File: config.mk
export PLATFORM = sky130hd
export DESIGN_NAME = bpc_top
export DESIGN_NICKNAME = d
export VERILOG_FILES = /design/src/rtl/bpc_pkg.sv /design/src/rtl/bpc_err_if.sv /design/src/rtl/bpc_prbs.sv /design/src/rtl/bpc_err_insert.sv /design/src/rtl/bpc_top.sv
export SDC_FILE = /design/constraint.sdc
export NUM_CORES = 1
export LEC_CHECK = 0
export ABC_AREA = 1
export BUFFER_PORTS_ARGS = -buffer_cell sky130_fd_sc_hd__buf_2
export CAP_MARGIN = 20
export CORE_MARGIN = 2
export CORE_UTILIZATION = 51
export DETAILED_ROUTE_END_ITERATION = 10
export PLACE_DENSITY = 0.7
export SLEW_MARGIN = 20
export SYNTH_ARGS = -nofsm -noshare
export SYNTH_HDL_FRONTEND = slang
export SYNTH_SLANG_ARGS = --single-unit
File: constraint.sdc
create_clock -name clock -period 4.7 [get_ports clock]
set_clock_uncertainty 0.15 [all_clocks]
set_input_delay 0.705 -clock clock [delete_from_list [all_inputs] [get_ports clock]]
set_output_delay 0.705 -clock clock [all_outputs]
set_load 0.005 [all_outputs]
File: src/rtl/bpc_pkg.sv
package bpc_pkg;

  // Register indices; byte address is four times the index
  localparam logic [7:0] IDX_CTRL0 = 8'h70;
  localparam logic [7:0] IDX_CTRL1 = 8'h72;
  localparam logic [7:0] IDX_PAT_LO = 8'h74;
  localparam logic [7:0] IDX_PAT_HI = 8'h76;
  localparam logic [7:0] IDX_STATUS = 8'h78;
  localparam logic [15:0] CTRL_RST = 16'h0000;
  localparam logic [15:0] PAT_RST = 16'h0000;

  // Control word zero fields
  localparam int B_RESYNC = 0;
  localparam int B_LDCNT = 1;
  localparam int F_PSEL_LSB = 2;
  localparam int B_RXINV = 5;
  localparam int B_TXINV = 6;
  localparam int B_BANK = 7;
  localparam int F_LEN_LSB = 8;
  localparam int B_IE_OVF = 13;
  localparam int B_IE_BERR = 14;
  localparam int B_IE_SYNC = 15;
  // Control word one fields
  localparam int B_TLOAD = 0;
  localparam int B_SINGLE = 4;
  localparam int F_RATE_LSB = 5;
  localparam int F_AWC_LSB = 8;

  localparam logic [5:0] REP_LEN_BASE = 6'h11;
  localparam logic [4:0] WORD_LAST = 5'h0f;
  localparam int ERR_CNT_W = 24;

  typedef enum logic [3:0] {
    BPC_PRBS7, BPC_PRBS11, BPC_PRBS15, BPC_QRSS, BPC_REP, BPC_ALT,
    BPC_PRBS9, BPC_PRBS20, BPC_PRBS23, BPC_ILLEGAL
  } bpc_mode_e;

  function automatic bpc_mode_e bpc_decode(input logic bank,
                                           input logic [2:0] sel);
    bpc_decode = BPC_ILLEGAL;
    if (!bank) begin
      case (sel)
        3'h0: bpc_decode = BPC_PRBS7;
        3'h1: bpc_decode = BPC_PRBS11;
        3'h2: bpc_decode = BPC_PRBS15;
        3'h3: bpc_decode = BPC_QRSS;
        3'h4: bpc_decode = BPC_REP;
        3'h5: bpc_decode = BPC_ALT;
        default: bpc_decode = BPC_ILLEGAL;
      endcase
    end else begin
      case (sel)
        3'h0: bpc_decode = BPC_PRBS9;
        3'h1: bpc_decode = BPC_PRBS20;
        3'h2: bpc_decode = BPC_PRBS23;
        default: bpc_decode = BPC_ILLEGAL;
      endcase
    end
  endfunction

  function automatic logic bpc_is_prbs(input bpc_mode_e m);
    bpc_is_prbs = (m != BPC_REP) && (m != BPC_ALT) && (m != BPC_ILLEGAL);
  endfunction

endpackage

File: src/rtl/bpc_err_if.sv
`timescale 1ns/10ps
interface bpc_err_if;
  logic step;
  logic single;
  logic [2:0] rate_code;
  logic flip;
  modport ctl (output step, output single, output rate_code, input flip);
  modport ins (input step, input single, input rate_code, output flip);
endinterface

File: src/rtl/bpc_prbs.sv
`timescale 1ns/10ps
module bpc_prbs
  import bpc_pkg::*;
(
  input wire logic clock,
  input wire logic rst_n,
  input wire logic load,
  input wire logic [22:0] seed,
  input wire logic step,
  input bpc_mode_e mode,
  output logic bit_out
);
  logic [22:0] sr_reg;
  logic [22:0] sr_next;
  logic fb;

  always_comb begin
    case (mode)
      BPC_PRBS7: fb = sr_reg[6] ^ sr_reg[5];
      BPC_PRBS9: fb = sr_reg[8] ^ sr_reg[4];
      BPC_PRBS11: fb = sr_reg[10] ^ sr_reg[8];
      BPC_PRBS15: fb = sr_reg[14] ^ sr_reg[13];
      BPC_QRSS: fb = sr_reg[19] ^ sr_reg[16];
      BPC_PRBS20: fb = sr_reg[19] ^ sr_reg[2];
      default: fb = sr_reg[22] ^ sr_reg[17];
    endcase
    case (mode)
      BPC_PRBS7: bit_out = sr_reg[6];
      BPC_PRBS9: bit_out = sr_reg[8];
      BPC_PRBS11: bit_out = sr_reg[10];
      BPC_PRBS15: bit_out = sr_reg[14];
      // Long zero runs are broken up so line codes keep timing
      BPC_QRSS: bit_out = sr_reg[19] | ~(|sr_reg[18:5]);
      BPC_PRBS20: bit_out = sr_reg[19];
      default: bit_out = sr_reg[22];
    endcase
    sr_next = sr_reg;
    if (load) begin
      sr_next = seed;
    end else if (step) begin
      sr_next = {sr_reg[21:0], fb};
    end
  end

  always_ff @(posedge clock) begin
    if (!rst_n) begin
      sr_reg <= '1;
    end else begin
      sr_reg <= sr_next;
    end
  end
endmodule // bpc_prbs

File: src/rtl/bpc_err_insert.sv
`timescale 1ns/10ps
module bpc_err_insert
  import bpc_pkg::*;
#(
  parameter int CNT_W = ERR_CNT_W
)
(
  input wire logic clock,
  input wire logic rst_n,
  bpc_err_if.ins err
);
  logic [CNT_W-1:0] cnt_reg;
  logic [CNT_W-1:0] cnt_next;
  logic pend_reg;
  logic pend_next;
  logic [CNT_W-1:0] period;
  logic hit;

  initial begin
    if (CNT_W < ERR_CNT_W) $error("CNT_W too small for ten million");
  end

  always_comb begin
    case (err.rate_code)
      3'h1: period = CNT_W'(10);
      3'h2: period = CNT_W'(100);
      3'h3: period = CNT_W'(1000);
      3'h4: period = CNT_W'(10000);
      3'h5: period = CNT_W'(100000);
      3'h6: period = CNT_W'(1000000);
      default: period = CNT_W'(10000000);
    endcase
    hit = (err.rate_code != 3'h0) && (cnt_reg == period - CNT_W'(1));
    // One inverted bit even when both sources fire together
    err.flip = err.step && (pend_reg || hit);
    cnt_next = cnt_reg;
    if (err.rate_code == 3'h0) begin
      cnt_next = '0;
    end else if (err.step) begin
      cnt_next = hit ? '0 : cnt_reg + CNT_W'(1);
    end
    // A new request in the flip cycle stays pending: set wins
    pend_next = err.single || (pend_reg && !err.step);
  end

  always_ff @(posedge clock) begin
    if (!rst_n) begin
      cnt_reg <= '0;
      pend_reg <= 1'b0;
    end else begin
      cnt_reg <= cnt_next;
      pend_reg <= pend_next;
    end
  end
endmodule // bpc_err_insert

File: src/rtl/bpc_top.sv
`timescale 1ns/10ps
// What this block does
// - Receive inversion bit inverts every incoming bit before checking.
// - Transmit inversion bit inverts every outgoing generated bit.
// - Bank bit picks which bank the three-bit pattern select decodes from.
// - Length nibble, LSB first, gives repetitive length as code plus 17.
// - Length nibble ignored while receive checker runs a pseudorandom pattern.
// - Overflow enable lets bit or error counter overflow raise interrupt.
// - Bit error enable lets any detected bit error raise interrupt.
// - Sync enable lets entering or leaving sync raise interrupt.
// - Rising edge of load bit loads generator; software must re-toggle.
// - Rising edge of single error bit corrupts exactly one generated bit.
// - Rate field inserts one error per ten-to-the-n bits, zero none.
// - Alternating mode sends each word count-plus-one times, then repeats.
// - Bank and select codes map to the listed patterns, others illegal.
// - Two pattern halves form one word, bit 0 first sent and received.
module bpc_top
  import bpc_pkg::*;
#(
  parameter int ADDR_W = 12
)
(
  input wire logic clock,
  input wire logic rst_n,
  input wire logic [ADDR_W-1:0] paddr,
  input wire logic psel,
  input wire logic penable,
  input wire logic pwrite,
  input wire logic [31:0] pwdata,
  output logic [31:0] prdata,
  output logic pready,
  output logic pslverr,
  input wire logic tx_strobe,
  output logic tx_data,
  input wire logic rx_strobe,
  input wire logic rx_data_in,
  output logic rx_data_out,
  output logic rx_valid,
  output logic [3:0] rx_mode,
  output logic [5:0] rx_rep_len,
  output logic [31:0] rx_pattern,
  output logic rx_resync,
  output logic rx_cnt_latch,
  input wire logic bit_cnt_ovf,
  input wire logic err_cnt_ovf,
  input wire logic bit_err,
  input wire logic sync_in,
  output logic irq
);
  initial begin
    if (ADDR_W < 10) $error("ADDR_W must reach index 0x78");
  end

  ////////////////////////////////////////////////////////////////////////
  // Register file over APB
  logic [15:0] ctrl0_reg, ctrl0_next, ctrl1_reg, ctrl1_next;
  logic [15:0] pat_lo_reg, pat_lo_next, pat_hi_reg, pat_hi_next;
  logic [31:0] prdata_reg, prdata_next;
  logic pready_reg, pready_next, pslverr_reg, pslverr_next;
  logic setup, wr_take, addr_hit;
  logic [7:0] idx;
  logic [15:0] rd_val, status;

  always_comb begin
    setup = psel && !penable;
    idx = paddr[9:2];
    addr_hit = (paddr[1:0] == 2'h0) && (paddr[ADDR_W-1:10] == '0) &&
      (idx == IDX_CTRL0 || idx == IDX_CTRL1 || idx == IDX_PAT_LO ||
       idx == IDX_PAT_HI || idx == IDX_STATUS);
    case (idx)
      IDX_CTRL0: rd_val = ctrl0_reg;
      IDX_CTRL1: rd_val = ctrl1_reg;
      IDX_PAT_LO: rd_val = pat_lo_reg;
      IDX_PAT_HI: rd_val = pat_hi_reg;
      IDX_STATUS: rd_val = status;
      default: rd_val = 16'h0000;
    endcase
    // Answer is prepared in setup so pready can come from a flop
    pready_next = setup;
    pslverr_next = setup && !addr_hit;
    prdata_next = prdata_reg;
    if (setup) begin
      prdata_next = (addr_hit && !pwrite) ? {16'h0000, rd_val} : 32'h0;
    end
    wr_take = psel && penable && pready_reg && pwrite && addr_hit;
    ctrl0_next = ctrl0_reg;
    ctrl1_next = ctrl1_reg;
    pat_lo_next = pat_lo_reg;
    pat_hi_next = pat_hi_reg;
    if (wr_take) begin
      case (idx)
        IDX_CTRL0: ctrl0_next = {pwdata[15:13], 1'b0, pwdata[11:0]};
        IDX_CTRL1: ctrl1_next = {pwdata[15:4], 3'h0, pwdata[0]};
        IDX_PAT_LO: pat_lo_next = pwdata[15:0];
        IDX_PAT_HI: pat_hi_next = pwdata[15:0];
        default: ctrl0_next = ctrl0_reg;
      endcase
    end
  end
  always_ff @(posedge clock) begin
    if (!rst_n) begin
      ctrl0_reg <= CTRL_RST;
      ctrl1_reg <= CTRL_RST;
      pat_lo_reg <= PAT_RST;
      pat_hi_reg <= PAT_RST;
      prdata_reg <= 32'h0000_0000;
      pready_reg <= 1'b0;
      pslverr_reg <= 1'b0;
    end else begin
      ctrl0_reg <= ctrl0_next;
      ctrl1_reg <= ctrl1_next;
      pat_lo_reg <= pat_lo_next;
      pat_hi_reg <= pat_hi_next;
      prdata_reg <= prdata_next;
      pready_reg <= pready_next;
      pslverr_reg <= pslverr_next;
    end
  end

  assign prdata = prdata_reg;
  assign pready = pready_reg;
  assign pslverr = pslverr_reg;

  ////////////////////////////////////////////////////////////////////////
  // Control edge detection
  logic tload_prev_reg, single_prev_reg, resync_prev_reg, ldcnt_prev_reg;
  logic load_pulse, single_pulse;
  always_comb begin
    load_pulse = ctrl1_reg[B_TLOAD] && !tload_prev_reg;
    single_pulse = ctrl1_reg[B_SINGLE] && !single_prev_reg;
  end

  always_ff @(posedge clock) begin
    if (!rst_n) begin
      tload_prev_reg <= 1'b0;
      single_prev_reg <= 1'b0;
      resync_prev_reg <= 1'b0;
      ldcnt_prev_reg <= 1'b0;
    end else begin
      tload_prev_reg <= ctrl1_reg[B_TLOAD];
      single_prev_reg <= ctrl1_reg[B_SINGLE];
      resync_prev_reg <= ctrl0_reg[B_RESYNC];
      ldcnt_prev_reg <= ctrl0_reg[B_LDCNT];
    end
  end

  ////////////////////////////////////////////////////////////////////////
  // Pattern generator
  bpc_mode_e mode_reg, mode_next;
  logic [31:0] word_reg, word_next;
  logic [4:0] pos_reg, pos_next;
  logic [5:0] len_reg, len_next;
  logic phase_reg, phase_next;
  logic [7:0] rep_reg, rep_next;
  logic tx_data_reg, tx_data_next;
  logic raw_bit, prbs_bit, prbs_step;
  bpc_err_if err_bus();

  bpc_prbs u_prbs (
    .clock(clock),
    .rst_n(rst_n),
    .load(load_pulse),
    .seed(word_reg[22:0]),
    .step(prbs_step),
    .mode(mode_reg),
    .bit_out(prbs_bit)
  );

  bpc_err_insert u_err (
    .clock(clock),
    .rst_n(rst_n),
    .err(err_bus.ins)
  );

  always_comb begin
    err_bus.step = tx_strobe;
    err_bus.single = single_pulse;
    err_bus.rate_code = ctrl1_reg[F_RATE_LSB +: 3];
    prbs_step = tx_strobe && bpc_is_prbs(mode_reg) && !load_pulse;
    case (mode_reg)
      BPC_REP: raw_bit = word_reg[pos_reg];
      BPC_ALT: raw_bit = phase_reg ? word_reg[5'h10 + pos_reg] :
        word_reg[pos_reg];
      BPC_ILLEGAL: raw_bit = 1'b0;
      default: raw_bit = prbs_bit;
    endcase
    mode_next = mode_reg;
    word_next = word_reg;
    pos_next = pos_reg;
    len_next = len_reg;
    phase_next = phase_reg;
    rep_next = rep_reg;
    if (load_pulse) begin
      // Pattern, mode and length are frozen here until the next load
      mode_next = bpc_decode(ctrl0_reg[B_BANK],
        ctrl0_reg[F_PSEL_LSB +: 3]);
      word_next = {pat_hi_reg, pat_lo_reg};
      len_next = REP_LEN_BASE + {2'b00, ctrl0_reg[F_LEN_LSB +: 4]};
      pos_next = 5'h00;
      phase_next = 1'b0;
      rep_next = 8'h00;
    end else if (tx_strobe) begin
      if (mode_reg == BPC_REP) begin
        pos_next = ({1'b0, pos_reg} == len_reg - 6'h01) ? 5'h00 :
          pos_reg + 5'h01;
      end else if (mode_reg == BPC_ALT) begin
        pos_next = (pos_reg == WORD_LAST) ? 5'h00 : pos_reg + 5'h01;
        if (pos_reg == WORD_LAST) begin
          if (rep_reg == ctrl1_reg[F_AWC_LSB +: 8]) begin
            rep_next = 8'h00;
            phase_next = !phase_reg;
          end else begin
            rep_next = rep_reg + 8'h01;
          end
        end
      end
    end
    tx_data_next = tx_data_reg;
    if (tx_strobe) begin
      // Error first, then line inversion, so inversion cannot hide it
      tx_data_next = (raw_bit ^ err_bus.flip) ^
        ctrl0_reg[B_TXINV];
    end
  end

  always_ff @(posedge clock) begin
    if (!rst_n) begin
      mode_reg <= BPC_PRBS7;
      word_reg <= 32'h0000_0000;
      pos_reg <= 5'h00;
      len_reg <= REP_LEN_BASE;
      phase_reg <= 1'b0;
      rep_reg <= 8'h00;
      tx_data_reg <= 1'b0;
    end else begin
      mode_reg <= mode_next;
      word_reg <= word_next;
      pos_reg <= pos_next;
      len_reg <= len_next;
      phase_reg <= phase_next;
      rep_reg <= rep_next;
      tx_data_reg <= tx_data_next;
    end
  end

  assign tx_data = tx_data_reg;

  ////////////////////////////////////////////////////////////////////////
  // Receive side setup and interrupt
  logic rx_data_reg, rx_valid_reg, irq_reg, sync_prev_reg;
  logic rx_resync_reg, rx_cnt_latch_reg;
  logic [3:0] rx_mode_reg;
  logic [5:0] rx_len_reg;
  logic [31:0] rx_pat_reg;
  logic rx_data_next, irq_next;
  logic [5:0] rx_len_next;
  bpc_mode_e rx_mode_dec;

  always_comb begin
    rx_mode_dec = bpc_decode(ctrl0_reg[B_BANK], ctrl0_reg[F_PSEL_LSB +: 3]);
    rx_data_next = rx_strobe ? (rx_data_in ^ ctrl0_reg[B_RXINV]) :
      rx_data_reg;
    // Checker sees length zero in pseudorandom modes
    rx_len_next = bpc_is_prbs(rx_mode_dec) ? 6'h00 :
      REP_LEN_BASE + {2'b00, ctrl0_reg[F_LEN_LSB +: 4]};
    irq_next = ((bit_cnt_ovf || err_cnt_ovf) && ctrl0_reg[B_IE_OVF]) ||
      (bit_err && ctrl0_reg[B_IE_BERR]) ||
      ((sync_in ^ sync_prev_reg) && ctrl0_reg[B_IE_SYNC]);
    status = {rep_reg, 2'b00, mode_reg, phase_reg, sync_in};
  end

  always_ff @(posedge clock) begin
    if (!rst_n) begin
      rx_data_reg <= 1'b0;
      rx_valid_reg <= 1'b0;
      irq_reg <= 1'b0;
      sync_prev_reg <= 1'b0;
      rx_resync_reg <= 1'b0;
      rx_cnt_latch_reg <= 1'b0;
      rx_mode_reg <= 4'h0;
      rx_len_reg <= 6'h00;
      rx_pat_reg <= 32'h0000_0000;
    end else begin
      rx_data_reg <= rx_data_next;
      rx_valid_reg <= rx_strobe;
      irq_reg <= irq_next;
      sync_prev_reg <= sync_in;
      rx_resync_reg <= ctrl0_reg[B_RESYNC] && !resync_prev_reg;
      rx_cnt_latch_reg <= ctrl0_reg[B_LDCNT] && !ldcnt_prev_reg;
      rx_mode_reg <= rx_mode_dec;
      rx_len_reg <= rx_len_next;
      rx_pat_reg <= {pat_hi_reg, pat_lo_reg};
    end
  end

  assign rx_data_out = rx_data_reg;
  assign rx_valid = rx_valid_reg;
  assign irq = irq_reg;
  assign rx_resync = rx_resync_reg;
  assign rx_cnt_latch = rx_cnt_latch_reg;
  assign rx_mode = rx_mode_reg;
  assign rx_rep_len = rx_len_reg;
  assign rx_pattern = rx_pat_reg;
endmodule // bpc_top

==> summary.md <==
| Metric | Value |
|---|---|
| Outcome | `complete, no violations` |
| Hold Crit Class | `in -> reg` |
| CTS tree | `built` |
| TritonCTS Buffers | `25` |
| Starting Density | `51.6%` |
| Most frequent CP cell | `nand2_1` |
| Post-synth top flop | `dfxtp_1` |
| Cell count after synthesis | `1443` |
| DRT antenna net count | `0` |
| Gpl congestion | `0.917` |
| # clock sinks | `235` |
| Setup violators final | `0` |
| Static Leak | `5.21 nW` |
| EDFF count, synth | `0` |
| DRC errors left | `0` |
| Vias per cell | `5.36` |
| Post-DR wirelength/cell | `16.0 µm` |
| CP max stage cell | `dfxtp_1` |
| CP peak stage delay | `0.62 ns` |
| Initial antenna violation count | `1` |
| HPWL after DPL | `20.9 mm` |
| Final net count | `1585` |
| Unrepaired setup endpoints after global routing | `false` |
| Worst Max-Slew Pin Slew | `1.08 ns` |
| Crit. End Element | `register` |
| Minimum hold slack | `0.244 ns` |
| Finished Core Util | `58.3%` |
| Std cell rows | `53` |
| DRT iter0 DRCs | `573` |
| Vias in the first global route | `8833` |
| Clk_lat worst skew | `0.52 ns` |
| Routed vias | `9704` |
| Area growth syn-to-layout | `13.0%` |
| Final wirelength | `28.9 mm` |
| Synth top cells by count | `nand2_1, dfxtp_1, inv_1, a21oi_1, nor2_1` |
| Syn_area_per_cell | `7.45 µm²` |
| Post-synth top area share | `43.8%` |
| DP Cell Count | `1767` |
| Area after DPL | `11300 µm²` |
| IO Pins | `138` |
| Post-synth ARST share | `0%` |
| CP Data Arrival Time | `3.37 ns` |
| Seq/Total Area, Yosys | `43.8%` |
| Maximum clock rate | `324 MHz` |
| Post-synth top area cell | `dfxtp_1` |
| Post-CTS Setup Inserts | `0` |
| Root Buffer | `clkbuf_16` |
| FF+latch count, synth | `235` |
| DR pass1 iterations | `5` |
| Design Area, Final | `12100 µm²` |
| Total GRT Usage | `25.4%` |
| Cell Area, Synth | `10700 µm²` |
| # Max-Cap Violations | `0` |
| Layout cells sized above 1 | `13.0%` |
| Crit-path cells | `inv_2, nand3_1, ha_1, inv_1, nand2_1, nand3_1, nand2_1, nand2_1, nand2_1, nand3_1, a21oi_1, nand4_2, nand2_2, or2_1, inv_1` |
| Pin count of the biggest net entering global routing | `121` |
| WP data required | `4.98 ns` |
| GRT overflow | `0` |
| Max FO, Critical Path | `15` |
| CORE AREA | `20800 µm²` |
| Port Buffer Count | `105` |
| YS warnings | `0` |
| VDD IR max | `0.000288 V` |
| Pwr/cell area | `349 nW/µm²` |
| Netlist cell types | `49` |
| Die width | `149 µm` |
| Worst slew margin | `28.1%` |
| Crit start category | `register` |
| Hold buffer count at cts | `0` |
| Slew Limit Fails | `0` |
| Top-count cell post-synth | `nand2_1` |
| First-pass GRT wire length | `45.4 mm` |
| CTS-repair resized insts | `0` |
| Final cell count without fillers | `1812` |
| Final Critical Period | `3.09 ns` |
| WS Path Type | `reg -> reg` |
| Fin Setup TNS | `0 ns` |
| Die area | `22300 µm²` |
| Final hold vios | `0` |
| Reg clk slew, reported paths | `0.06 ns` |
| Synth top area cells | `dfxtp_1, nand2_1, inv_1` |
| CTS max path bufs | `3` |
| CTS H-tree depth | `1` |
| Die height | `149 µm` |
| Post-route clock period utilization | `65.8%` |
-- stage by stage --
| stage | setup slack [ns] | total power [mW] |
|---|---|---|
| final | 1.61 | 4.24 |
| after global routing | 1.37 | 4.37 |
| after CTS | 1.69 | 4.26 |
| after detailed placement | 1.25 | 2.19 |
| after global placement | 1.33 | 2.19 |
| after floorplan | 2.37 | 2.15 |
-- worst max-delay path: cells and delay by family, from the launching register on --
| family | cells | cell delay [ns] |
|---|---|---|
| simple gates | 10 | 1.44 |
| flops | 1 | 0.62 |
| buf+inv | 3 | 0.31 |
| fa+ha+maj | 1 | 0.28 |
| compound gates | 1 | 0.18 |
-- report_power, final --
part	switching [mW]	internal [mW]	total, mW
Clock	0.811	1.28	2.09
Combinational	0.0868	0.0443	0.131
Sequential	0.0112	2.01	2.02
-- metal layers --
layer | vias up | part of all wire [%] | global-route usage (%)
li1 | 4886 | - | -
met1 | 4464 | 42 | 31.6
met2 | 272 | 48 | 42.8
met3 | 82 | 5.2 | 4.25
met4 | 0 | 4.7 | 12.4
met5 | - | 0 | 0
-- worst paths after layout --
check,from,to,slack (ns),cells after the start
worst min-delay path,rx_strobe,rx_valid,0.24,3
worst min register to register,ldcnt_prev_reg,rx_cnt_latch,0.26,1
worst max register to register,ctrl1_reg[7],u_err.cnt_reg[18],1.61,15
worst max-delay path,ctrl1_reg[7],u_err.cnt_reg[18],1.61,15
-- logic make-up after synthesis --
family	Yosys count	share of synthesized area (%)
simple gates	507	21.5
compound gates	352	18.5
buf+inv	304	12.2
flops	235	43.8
xor+xnor	34	2.77
fa+ha+maj	10	1.16
other cells	1	0.0349
-- layout make-up --
class                           count  area [µm²]
Inverter                          227         857
Fill cell                        1964        8680
Clock buffer                       33         706
Antenna cell                        1        2.50
Multi-Input combinational cell    919        4790
Sequential cell                   235        4700
Timing Repair Buffer              111         573
Clock inverter                     11         169
Tap cell                          275         344
-- layout by cell type (no fill, tap or decap), drive strengths merged, types with 3 or more instances in the layout --
| cell | Yosys | routed |
|---|---|---|
| a211oi | 11 | 11 |
| a21oi | 103 | 103 |
| a221oi | 3 | 3 |
| a22oi | 3 | 3 |
| a31oi | 4 | 4 |
| buf | 43 | 111 |
| bufinv | 0 | 4 |
| clkbuf | 34 | 33 |
| clkinv | 1 | 6 |
| conb | 1 | 16 |
| dfxtp | 235 | 235 |
| ha | 10 | 10 |
| inv | 226 | 227 |
| nand2 | 261 | 261 |
| nand3 | 73 | 73 |
| nand3b | 3 | 3 |
| nand4 | 18 | 18 |
| nor2 | 103 | 103 |
| nor3 | 32 | 32 |
| nor3b | 4 | 4 |
| nor4 | 4 | 4 |
| o2111ai | 3 | 3 |
| o211ai | 33 | 33 |
| o21ai | 134 | 134 |
| o22ai | 55 | 55 |
| or2 | 7 | 7 |
| xnor2 | 7 | 7 |
| xor2 | 27 | 27 |
(Power assumes the default switching activity.)
